==> src/hrds_pkg.sv <==
// constants and carrier types for the receive descriptor status write-back
// assumes a 16-bit status word with field 0 at the top bit
package hrds_pkg;
   localparam int STAT_W = 16;
   localparam int LEN_W = 16;
   localparam int IDX_W = 8;
   localparam int ADDR_W = 32;
   // status bit positions (field n sits at bit 15-n)
   localparam int B_EMPTY = 15;
   localparam int B_WRAP = 13;
   localparam int B_INTREQ = 12;
   localparam int B_LAST = 11;
   localparam int B_FIRST = 10;
   localparam int B_CONT = 9;
   localparam int B_SWTAG = 7;
   localparam int B_LENVIOL = 5;
   localparam int B_ABORT = 3;
   localparam int B_CARRIER = 1;
   localparam int B_OVERRUN = 0;
   // descriptor is 8 bytes, data words are 4 bytes
   localparam logic [2:0] DESC_SHIFT = 3'h3;
   localparam logic [ADDR_W-1:0] WORD_STEP = 32'h0000_0004;
   localparam logic [16:0] LWORD_ROUND = 17'h0_0003;
   localparam logic [16:0] LWORD_MASK = 17'h1_FFFC;
   localparam logic [LEN_W-1:0] LEN_ONE = 16'h0001;
   localparam logic [IDX_W-1:0] IDX_FIRST = 8'h00;
   localparam logic [IDX_W-1:0] IDX_ONE = 8'h01;
   localparam logic [1:0] PACK_LAST = 2'h3;
   localparam logic [STAT_W-1:0] WB_MASK = 16'h8C2B;
   localparam logic [STAT_W-1:0] STAT_RST = 16'h0000;

   typedef struct packed {
      logic [STAT_W-1:0] stat;
      logic [LEN_W-1:0] len;
      logic [ADDR_W-1:0] ptr;
   } hrds_desc_t;

   typedef struct packed {
      logic [ADDR_W-1:0] addr;
      logic [STAT_W-1:0] stat;
      logic [STAT_W-1:0] mask;
      logic [LEN_W-1:0] len;
   } hrds_wb_t;

   typedef enum logic [2:0] {
      ST_FETCH = 3'b000,
      ST_RECV = 3'b001,
      ST_FLUSH = 3'b010,
      ST_DRAIN = 3'b011,
      ST_WB = 3'b100
   } hrds_state_t;
endpackage

==> src/hrds_word_pack.sv <==
// byte to longword packer, first byte in the top lane
// assumes byteValid and flush never arrive in the same cycle
`timescale 1ns/1ps
module hrds_word_pack
   import hrds_pkg::*;
(
   input wire logic mclk, // system clock
   input wire logic nrst, // async reset, active low
   input wire logic byteValid, // one byte to pack
   input wire logic [7:0] byteData, // byte value
   input wire logic flush, // emit a partial word
   output logic wordValid, // one-cycle word strobe
   output logic [31:0] wordData // packed word
);
   logic [31:0] acc_r;
   logic [1:0] cnt_r;

   always_ff @(posedge mclk or negedge nrst) begin
      if (!nrst) begin
         acc_r <= 32'h0000_0000;
         cnt_r <= 2'h0;
         wordValid <= 1'b0;
         wordData <= 32'h0000_0000;
      end else begin
         wordValid <= 1'b0;
         if (byteValid) begin
            if (cnt_r == PACK_LAST) begin
               wordValid <= 1'b1;
               wordData <= {acc_r[31:8], byteData};
               acc_r <= 32'h0000_0000;
            end else begin
               acc_r[(3 - cnt_r) * 8 +: 8] <= byteData;
            end
            cnt_r <= cnt_r + 2'h1;
         end else if (flush && cnt_r != 2'h0) begin
            wordValid <= 1'b1;
            wordData <= acc_r;
            acc_r <= 32'h0000_0000;
            cnt_r <= 2'h0;
         end
      end
   end
endmodule // hrds_word_pack

==> src/hrds_rx_status.sv <==
// receive descriptor walk, data write and status write-back for one channel
// assumes bytes, flags and errors come from deframing logic on mclk
// Operation
// - interrupt-request clear: no buffer flag after use; frame flag unaffected
// - interrupt-request set: buffer flag, and frame flag in hdlc, posted
// - hdlc: last-in-frame on closing flag or error, error bit set
// - last buffer closes with frame octet count in length field
// - first-in-frame only on the buffer receiving the frame start
// - continuous mode keeps empty set after close
// - continuous mode keeps empty set even on an error close
// - software tag bit is never written by the controller
// - over-length frame: only max length rounded up to longword stored
// - aligned max: violation seen once byte count exceeds it
// - unaligned max: violation seen at the next longword write
// - violation seen within three byte times
// - after violation keep receiving, discard excess bytes
// - violation: close at next flag with length-violation bit
// - violation length counts every byte between the flags
// - close clears empty unless continuous; non-empty descriptor not used
// - wrap bit returns to first descriptor at table base
// - length field written once, at close
`timescale 1ns/1ps
module hrds_rx_status
   import hrds_pkg::*;
(
   input wire logic mclk, // system clock, 100 MHz
   input wire logic nrst, // async reset, active low
   input wire logic hdlcMode, // 1 hdlc, 0 transparent
   input wire logic [ADDR_W-1:0] rxTableBase, // descriptor table base
   input wire logic [LEN_W-1:0] maxFrameLen, // max frame length in bytes
   input wire logic [LEN_W-1:0] bufLen, // buffer size, multiple of 4
   input wire logic rxByteValid, // received byte strobe
   input wire logic [7:0] rxByte, // received byte
   input wire logic rxFlag, // flag seen on the line
   input wire logic rxCarrierLost, // carrier lost pulse
   input wire logic rxOverrun, // overrun pulse
   input wire logic rxAbort, // abort seen pulse
   output logic rxReady, // bytes and events accepted
   output logic descReq, // descriptor read request
   output logic [ADDR_W-1:0] descAddr, // descriptor address
   input wire logic descAck, // read answer strobe
   input wire hrds_pkg::hrds_desc_t descRd, // descriptor read data
   output logic descWr, // status write-back strobe
   output hrds_pkg::hrds_wb_t descWb, // write-back address, bits, mask, length
   output logic memWr, // data word write strobe
   output logic [ADDR_W-1:0] memWrAddr, // data word address
   output logic [31:0] memWrData, // data word
   output logic bufRecvFlag, // buffer-received flag post
   output logic frameRecvFlag // frame-received flag post
);
   hrds_state_t state_r;
   hrds_desc_t curDesc_r;
   logic [IDX_W-1:0] descIdx_r;
   logic [LEN_W-1:0] frameCnt_r, bufCnt_r;
   logic [ADDR_W-1:0] wordOff_r;
   logic inFrame_r, lenViol_r, bufFirst_r, flush_r;
   logic closeLast_r, errCarrier_r, errOverrun_r, errAbort_r;
   logic byteAcc, discard, pkValid, bufFull, errEv, endEv, fetchOk;
   logic pkWordValid;
   logic [31:0] pkWordData;
   logic [16:0] lenLimit;

   assign lenLimit = ({1'b0, maxFrameLen} + LWORD_ROUND) & LWORD_MASK;
   assign byteAcc = rxByteValid && rxReady;
   // bytes past the rounded limit are counted but not stored
   assign discard = hdlcMode && inFrame_r && ({1'b0, frameCnt_r} >= lenLimit);
   assign pkValid = byteAcc && !discard;
   assign bufFull = pkValid && (bufCnt_r + LEN_ONE == bufLen);
   assign errEv = rxCarrierLost || rxOverrun || rxAbort;
   assign endEv = rxReady && hdlcMode && inFrame_r && (rxFlag || errEv);
   assign fetchOk = descReq && descAck && descRd.stat[B_EMPTY];

   hrds_word_pack u_pack (
      .mclk(mclk),
      .nrst(nrst),
      .byteValid(pkValid),
      .byteData(rxByte),
      .flush(flush_r),
      .wordValid(pkWordValid),
      .wordData(pkWordData)
   );

   // descriptor walk and close sequence
   always_ff @(posedge mclk or negedge nrst) begin
      if (!nrst) begin
         state_r <= ST_FETCH;
         descReq <= 1'b1;
         rxReady <= 1'b0;
         flush_r <= 1'b0;
         closeLast_r <= 1'b0;
         errCarrier_r <= 1'b0;
         errOverrun_r <= 1'b0;
         errAbort_r <= 1'b0;
         descIdx_r <= IDX_FIRST;
         curDesc_r <= '0;
      end else begin
         flush_r <= 1'b0;
         case (state_r)
            ST_FETCH: begin
               descReq <= !(descReq && descAck);
               if (descReq && descAck) begin
                  curDesc_r <= descRd;
                  if (fetchOk) begin
                     state_r <= ST_RECV;
                     rxReady <= 1'b1;
                  end
               end
            end
            ST_RECV: begin
               if (endEv) begin
                  closeLast_r <= 1'b1;
                  errCarrier_r <= rxCarrierLost;
                  errOverrun_r <= rxOverrun;
                  errAbort_r <= rxAbort;
                  flush_r <= 1'b1;
                  rxReady <= 1'b0;
                  state_r <= ST_FLUSH;
               end else if (bufFull) begin
                  closeLast_r <= 1'b0;
                  errCarrier_r <= 1'b0;
                  errOverrun_r <= 1'b0;
                  errAbort_r <= 1'b0;
                  flush_r <= 1'b1;
                  rxReady <= 1'b0;
                  state_r <= ST_FLUSH;
               end
            end
            ST_FLUSH: state_r <= ST_DRAIN;
            ST_DRAIN: state_r <= ST_WB;
            ST_WB: begin
               descIdx_r <= curDesc_r.stat[B_WRAP] ? IDX_FIRST : descIdx_r + IDX_ONE;
               descReq <= 1'b1;
               state_r <= ST_FETCH;
            end
            default: begin
               state_r <= ST_FETCH;
               descReq <= 1'b1;
               rxReady <= 1'b0;
            end
         endcase
      end
   end

   always_ff @(posedge mclk or negedge nrst) begin
      if (!nrst) begin
         descAddr <= 32'h0000_0000;
      end else begin
         descAddr <= rxTableBase + {21'h0, descIdx_r, DESC_SHIFT'(0)};
      end
   end

   // frame byte count, first-byte and length-violation tracking
   always_ff @(posedge mclk or negedge nrst) begin
      if (!nrst) begin
         frameCnt_r <= 16'h0000;
         inFrame_r <= 1'b0;
         lenViol_r <= 1'b0;
      end else begin
         if (byteAcc && !inFrame_r) begin
            frameCnt_r <= LEN_ONE;
            inFrame_r <= 1'b1;
            lenViol_r <= 1'b0;
         end else if (byteAcc) begin
            frameCnt_r <= frameCnt_r + LEN_ONE;
            if (discard)
               lenViol_r <= 1'b1;
         end
         if (state_r == ST_WB && closeLast_r)
            inFrame_r <= 1'b0;
      end
   end

   // per-buffer byte count and first-in-frame mark
   always_ff @(posedge mclk or negedge nrst) begin
      if (!nrst) begin
         bufCnt_r <= 16'h0000;
         bufFirst_r <= 1'b0;
      end else if (fetchOk) begin
         bufCnt_r <= 16'h0000;
         bufFirst_r <= 1'b0;
      end else begin
         if (pkValid)
            bufCnt_r <= bufCnt_r + LEN_ONE;
         if (byteAcc && !inFrame_r)
            bufFirst_r <= 1'b1;
      end
   end

   // data words into the current buffer
   always_ff @(posedge mclk or negedge nrst) begin
      if (!nrst) begin
         memWr <= 1'b0;
         memWrAddr <= 32'h0000_0000;
         memWrData <= 32'h0000_0000;
         wordOff_r <= 32'h0000_0000;
      end else begin
         memWr <= pkWordValid;
         if (fetchOk) begin
            wordOff_r <= 32'h0000_0000;
         end else if (pkWordValid) begin
            memWrAddr <= curDesc_r.ptr + wordOff_r;
            memWrData <= pkWordData;
            wordOff_r <= wordOff_r + WORD_STEP;
         end
      end
   end

   // status write-back and interrupt table posts
   always_ff @(posedge mclk or negedge nrst) begin
      if (!nrst) begin
         descWr <= 1'b0;
         descWb <= '0;
         bufRecvFlag <= 1'b0;
         frameRecvFlag <= 1'b0;
      end else begin
         descWr <= (state_r == ST_WB);
         bufRecvFlag <= (state_r == ST_WB) && curDesc_r.stat[B_INTREQ];
         frameRecvFlag <= (state_r == ST_WB) && closeLast_r && hdlcMode;
         if (state_r == ST_WB) begin
            descWb.addr <= descAddr;
            descWb.mask <= WB_MASK;
            descWb.stat <= STAT_RST;
            descWb.stat[B_EMPTY] <= curDesc_r.stat[B_CONT];
            descWb.stat[B_LAST] <= closeLast_r && hdlcMode;
            descWb.stat[B_FIRST] <= bufFirst_r;
            descWb.stat[B_LENVIOL] <= closeLast_r && lenViol_r;
            descWb.stat[B_ABORT] <= errAbort_r;
            descWb.stat[B_CARRIER] <= errCarrier_r;
            descWb.stat[B_OVERRUN] <= errOverrun_r;
            descWb.len <= closeLast_r ? frameCnt_r : bufCnt_r;
         end
      end
   end
endmodule // hrds_rx_status

==> config.mk <==
export PLATFORM = sky130hd
export DESIGN_NAME = hrds_rx_status
export DESIGN_NICKNAME = d
export VERILOG_FILES = /design/src/hrds_pkg.sv /design/src/hrds_word_pack.sv /design/src/hrds_rx_status.sv
export SDC_FILE = /design/constraint.sdc
export NUM_CORES = 1
export LEC_CHECK = 0
export ABC_CLOCK_PERIOD_IN_PS = 3900
export BUFFER_PORTS_ARGS = -buffer_cell sky130_fd_sc_hd__buf_4
export CORE_ASPECT_RATIO = 0.6
export CORE_MARGIN = 2
export CORE_UTILIZATION = 55
export DETAILED_ROUTE_END_ITERATION = 10
export PLACE_DENSITY = 0.91
export SETUP_SLACK_MARGIN = 0.3
export SLEW_MARGIN = 20
export SYNTH_ARGS = -nofsm -noshare
export SYNTH_HDL_FRONTEND = slang
export SYNTH_SLANG_ARGS = --single-unit
==> constraint.sdc <==
create_clock -name mclk -period 3.9 [get_ports mclk]
set_clock_uncertainty 0.2 [all_clocks]
set_input_delay 0.39 -clock mclk [delete_from_list [all_inputs] [get_ports mclk]]
set_output_delay 0.39 -clock mclk [all_outputs]
set_load 0.02 [all_outputs]
==> out/qor.txt, run 1 <==
Seq. cell area: 8530 um^2
Post-synth top cells: 340 x dfrtp_1, 240 x nand2_1, 99 x o21ai_0
Initial Utilization: 0.555
Post-Syn Area: 16500 um^2
Ys flop type: dfrtp_1
Final ANT Viol Nets: 0
Status: finished clean
WP data arrival: 3.72 ns
GRT Util Overall: 0.311
H-Tree Depth: 2
Worst-Margin Slew: 1.09 ns
Synth Warn #: 0
R2R Path Start: wordOff_r[3]
Die Y: 138 um
Clock latency on the worst-skew pair: 0.53 ns
Fin nets: 2141
Cells after synthesis: 1573
Crit-path max cell delay: 0.33 ns
Worst reg2reg endpoint: memWrAddr[24]
Layout fillers: 1933
LEAKAGE: 10.4 nW
Max_cap viols: 0
Final count of hold timing violations: 0
Max-slew violation count: 0
CP Launch Type: input port
Met1 GRT Util: 0.436
I/O pins: 327
Antenna violations before repair: 2
Layout area overhead: 28.5%
DP Wirelength: 32400 um
Final min period: 3.50 ns
Placed Instances: 2227
Die area: 31400 um^2
First-iteration detailed-routing DRC count: 1651
Finished Layout Cells: 2369
Pre-antenna DRT Iters: 6
Layout cells sized above 1: 0.254
CP Capture Type: register
Largest net degree at the start of global routing: 129
Number of synthesized flops with an enable pin: 0
Hold EP: descAddr[5]
VDD IR max: 0.326 mV
Yosys top cell area share: 0.517
Vias in the first global route: 14.1k
Std-Cell Core Area: 29700 um^2
Die width: 227 um
Met2 usage: 0.474
Cell Chain, Critical Path: buf_4, o2111ai_4, nor4_4, buf_4, and3_1, xnor2_1, ha_1, nand3_1, or2_2, a211o_1, a211oi_4, o21ai_4, a21oi_2, a31oi_4, buf_4, buf_12, a221oi_1
Area contributors post-synth: dfrtp_1 52%, mux2_2 6.0%, nand2_1 5.5%
Critical path class: in -> reg
Worst path required time: 4.12 ns
RSZ-0062 raised after global routing: true
Synth async-reset ratio: 1.00
Port bufs: 280
Tightest Hold Check Type: in -> reg
DRT Wirelength: 49600 um
First-pass GRT wire length: 76600 um
Global-route layer with the greatest usage: met2
Clock slew at reported path FFs: 0.06 ns
Root buf cell: clkbuf_16
R2r worst-path depth: 9
F_max: 286 MHz
Num rows: 49
Cell variety after synth: 75
Syn Area/Cell: 10.5 um^2
Final setup vio count: 0
CP max-delay cell: nor4_4
DRC Markers: 0
Hold depth: 3
Cell mode on critical path: buf_4
Total grt overflow: 0
Drt wl/cell: 20.9 um
Sink Count: 341
Relative slew slack: 0.276
Register area share after synthesis: 0.518
Register bit total from synthesis: 341
Most frequent cell after synthesis: dfrtp_1
TritonCTS Buffers: 34
Met3 Track Usage GR: 0.0646
Area of the multi-input gates: 7540 um^2
Cell taking the most area after synthesis: dfrtp_1
Final cycle utilization of the critical path: 0.897
Clk buf depth: 3
Pwr Density: 678 nW/um^2
R2R setup slack: 0.51 ns
Setup TNS: 0 ns
TritonCTS clock tree: built
Worst-path fanout max: 21
Hold_sp: rxTableBase[5]
Gpl congestion: 0.971
Number of vias per cell: 5.93
Via count: 14.1k
[routing by layer]
metal  vias up  wire (um)
li1       6158          -
met1      6924      20300
met2       793      22700
met3       185       4330
met4         0       2250
met5         -          0
[power breakdown]
group	internal (mW)	total, mW	leakage [nW]	switching, mW
clock network	2.05	3.51	0.584	1.46
logic	2.29	5.32	5.40	3.03
registers	4.65	5.51	4.39	0.861
total	8.99	14.3	10.4	5.35
[state kept, by name (all words and copies together) (netlist names), 8 cells and up]
signal and cells:
bufCnt_r 16, curDesc_r 35, descAddr 32, descIdx_r 8, descWb 56, frameCnt_r 16, memWrAddr 32, memWrData 32
u_pack.acc_r 32, u_pack.wordData 32, wordOff_r 30
[worst max-delay path, delay by kind of cell]
kind / cells / cell delay (ns)
AOI/OAI and AO/OA: 7 / 1.41
and+or+nand+nor: 4 / 0.90
buffers and inverters: 4 / 0.61
adders and majority gates: 1 / 0.29
xor gates and xnor gates: 1 / 0.09
[timing repair]
item,in CTS,in global routing
endpoints found under the hold margin,209,0
gates cloned,0,1
gates resized for setup,2,14
hold buffers,74,0
setup buffers,0,3
pin swaps,1,6
endpoints found under the setup margin,18,74
[area by class of cell]
| class | instances | share of cell area |
|---|---|---|
| diodes | 2 | 0.000237 |
| clock buffers | 46 | 0.0467 |
| clock inverters | 15 | 0.00893 |
| inverters | 41 | 0.00728 |
| multi-input cells | 1125 | 0.357 |
| flip-flops and latches | 341 | 0.404 |
| well taps | 408 | 0.0241 |
| repair buffers | 391 | 0.153 |
[layout by cell type, fill, tap and decap left out, types with 5 or more instances in the layout]
| master | n |
|---|---|
| clkinv_2 | 7 |
| and2_1 | 12 |
| a21o_1 | 12 |
| a22o_1 | 23 |
| or2_2 | 5 |
| a211o_1 | 6 |
| mux2i_1 | 18 |
| dfrtp_1 | 340 |
| clkbuf_16 | 36 |
| o31ai_1 | 7 |
| nand2_1 | 238 |
| nand4_1 | 20 |
| nand2b_1 | 7 |
| nor2b_1 | 7 |
| inv_1 | 41 |
| buf_4 | 309 |
| o21ai_0 | 99 |
| nand3_1 | 48 |
| nor2_1 | 95 |
| clkbuf_8 | 7 |
| and4_1 | 7 |
| ha_1 | 61 |
| and3_1 | 26 |
| o21bai_1 | 5 |
| o211ai_1 | 7 |
| mux2_2 | 87 |
| a221oi_1 | 5 |
| dlygate4sd3_1 | 74 |
| xor2_1 | 66 |
| nor3b_1 | 10 |
| conb_1 | 18 |
| o21a_1 | 6 |
| or3_1 | 15 |
| nor3_1 | 25 |
| a21oi_1 | 58 |
| buf_12 | 5 |
| xnor2_1 | 55 |
[stage by stage]
stage | area (um^2) | worst slack [ns] | util | power (mW) | hold slack [ns]
after CTS | 21000 | 0.343 | 0.707 | 14.1 | 0.0141
after global placement | 19100 | -0.151 | 0.642 | 10.2 | 0.246
after floorplan | 16500 | 0.354 | - | 8.40 | -0.106
after detailed placement | 19100 | -0.258 | 0.642 | 10.5 | 0.257
after global routing | 21100 | 0.224 | 0.713 | 15.0 | 0.0478
final | 21100 | 0.401 | 0.713 | 14.3 | 0.0403
[kinds of logic after synthesis]
logic type | synth area share
flops | 0.518
xor+xnor | 0.0644
buf+inv | 0.0352
mux | 0.0705
simple gates | 0.157
compound gates | 0.107
other cells | 0.000228
fa+ha+maj | 0.0476
[how the worst max path moves through the flow]
stage / startpoint / endpoint / depth (start not counted)
3_3_place_gp: maxFrameLen[0] / u_pack.wordData[13] / 15
5_1_grt: maxFrameLen[0] / u_pack.wordData[4] / 17
3_5_place_dp: maxFrameLen[0] / u_pack.wordData[4] / 16
4_1_cts: maxFrameLen[0] / errOverrun_r / 15
2_1_floorplan: maxFrameLen[0] / u_pack.wordData[28] / 13
6_report: maxFrameLen[0] / u_pack.wordData[4] / 17
No activity file was read; power rests on OpenSTA's default activity.
==> run 2: changes to the inputs <==
--- a/config.mk
+++ b/config.mk
@@ -8,7 +8,7 @@
 export ABC_CLOCK_PERIOD_IN_PS = 3900
 export BUFFER_PORTS_ARGS = -buffer_cell sky130_fd_sc_hd__buf_4
 export CORE_ASPECT_RATIO = 0.6
-export CORE_MARGIN = 2
+export CORE_MARGIN = 1
 export CORE_UTILIZATION = 55
 export DETAILED_ROUTE_END_ITERATION = 10
 export PLACE_DENSITY = 0.91
==> run 2 against run 1 <==
Wire length down 1.4%. Via count shrank 0.59%. Non-clock buffer count is 15 higher. Worst setup slack worse by 0.11 ns. Total power shrank 1.5%. Highest routed layer unchanged. Count of clock-buffer cells in the layout up 3. First-iteration DRC count decreased by 19%.
==> out/qor.txt, run 2 (same netlist as run 1, synthesis figures left out) <==
RSZ-0062 raised after global routing: true
Cell Chain, Critical Path: buf_8, o2111ai_4, nor4_2, buf_4, and3_4, xnor2_2, ha_1, nand3_1, or2_4, a211o_1, a211oi_2, o21ai_4, buf_6, a31oi_4, clkbuf_16, mux2_2
Top flop regs: descWb (56), curDesc_r (35)
Clock latency on the worst-skew pair: 0.52 ns
CP max-delay cell: a31oi_4
Vias in the first global route: 13.7k
First-iteration detailed-routing DRC count: 1333
Num rows: 48
Fin area: 21200 um^2
VDD IR max: 0.346 mV
Max reg flops: 56
Max-slew violation count: 0
Crit path buf inv count: 4
Layout area overhead: 29.0%
Final min period: 3.61 ns
Initial Utilization: 0.566
Die area: 30700 um^2
DRC Markers: 0
DRT Wirelength: 48900 um
First-pass GRT wire length: 74400 um
Total grt overflow: 0
F_max: 277 MHz
Crit path launch: maxFrameLen[1]
Final setup vio count: 0
Drt wl/cell: 20.6 um
DP Wirelength: 32400 um
LEAKAGE: 10.5 nW
Die width: 225 um
Port bufs: 280
WP data arrival: 3.80 ns
Pwr Density: 665 nW/um^2
I/O pins: 327
CP Launch Type: input port
Crit-path max cell delay: 0.40 ns
R2R Path Start: bufCnt_r[0]
Hold_sp: rxByteValid
Final cycle utilization of the critical path: 0.926
Status: finished clean
CP top delay family: compound AO/OA/AOI/OAI gates
CP Capture Type: register
Worst-path fanout max: 7
Layout fillers: 1875
Placed Instances: 2229
Final WS setup: 0.289 ns
Sink Count: 341
Largest net degree at the start of global routing: 126
Clock slew at reported path FFs: 0.06 ns
Setup slack at placement: -0.220 ns
DP Area: 19100 um^2
Root buf cell: clkbuf_16
Pre-antenna DRT Iters: 5
Critical path class: in -> reg
Max_cap viols: 0
Clk buf depth: 3
Commonest non-fill, non-tap cell in the layout: dfrtp_1
TritonCTS clock tree: built
Worst-Margin Slew: 0.951 ns
Most frequent cells in the layout: 339 x dfrtp_1, 319 x buf_4, 237 x nand2_1, 99 x o21ai_0, 96 x nor2_1
Final ANT Viol Nets: 0
Worst path required time: 4.09 ns
Relative slew slack: 0.366
Finished Layout Cells: 2375
Std-Cell Core Area: 29100 um^2
Fin nets: 2156
Gpl congestion: 0.969
Layout cells sized above 1: 0.258
Number of vias per cell: 5.89
TritonCTS Buffers: 34
Die Y: 136 um
H-Tree Depth: 2
Final count of hold timing violations: 0
GRT Util Overall: 0.311
Largest register by flop count: descWb
Setup TNS: 0 ns
Tightest Hold Check Type: in -> reg
Via count: 14.0k
Antenna violations before repair: 1
## run 2: what timing repair did
item | 4_1_cts | 5_1_grt
hold buffers | 74 | 0
endpoints found under the setup margin | 9 | 58
buffers inserted | 1 | 6
hold endpoints to repair | 201 | 0
cloned | 0 | 3
resized for setup | 1 | 36
pin swaps | 1 | 8
## run 2: path summary, 6_finish.rpt
check                                 endpoint  slack (ns)  cells after the start
setup / recovery           u_pack.wordData[20]        0.29                     16
hold / removal                   frameCnt_r[0]        0.06                      3
setup reg to reg                  errCarrier_r        0.44                      9
hold reg to reg                     descWb[75]        0.27                      2
max in group asynchronous          bufCnt_r[7]        2.01                      3
min in group asynchronous           descWb[59]        0.35                      2
## run 2: where the power goes
group	leakage [nW]	internal (mW)	switching (mW)
logic	5.53	2.34	2.99
clock network	0.544	1.86	1.41
registers	4.39	4.65	0.885
total	10.5	8.84	5.28
## run 2: layer usage
metal | part of all wire | vias to the layer above | global-route usage
met4 | 0.042 | 0 | 0.127
met3 | 0.079 | 167 | 0.0586
met5 | 0 | - | 0
met2 | 0.45 | 729 | 0.474
met1 | 0.43 | 6894 | 0.441
li1 | - | 6187 | -
## run 2: area by class of cell
type | count | area [um^2] | share of cell area
repair buffers | 406 | 3370 | 0.158
inverters | 41 | 154 | 0.00724
clock buffers | 49 | 998 | 0.0470
flip-flops and latches | 341 | 8540 | 0.402
clock inverters | 12 | 95.1 | 0.00448
diodes | 1 | 2.50 | 0.000118
multi-input cells | 1125 | 7590 | 0.357
well taps | 400 | 500 | 0.0236
## run 2: per-stage QoR
step	power [mW]	hold WS [ns]	util
6_report	14.1	0.0563	0.731
5_1_grt	14.8	0.0580	0.731
4_1_cts	13.8	0.0103	0.721
3_5_place_dp	10.5	0.253	0.657
3_3_place_gp	10.2	0.247	0.657
2_1_floorplan	8.40	-0.106	-
## run 2: worst register-to-register path, cell delays in order, from the launching register on
cell	delay (ns)
dfrtp_1	0.55
ha_1	0.34
nand4_1	0.18
nor2_1	0.44
a21oi_1	0.15
a2111oi_1	0.49
o2111ai_1	0.36
nor4_4	0.38
buf_12	0.16
o21ai_0	0.09
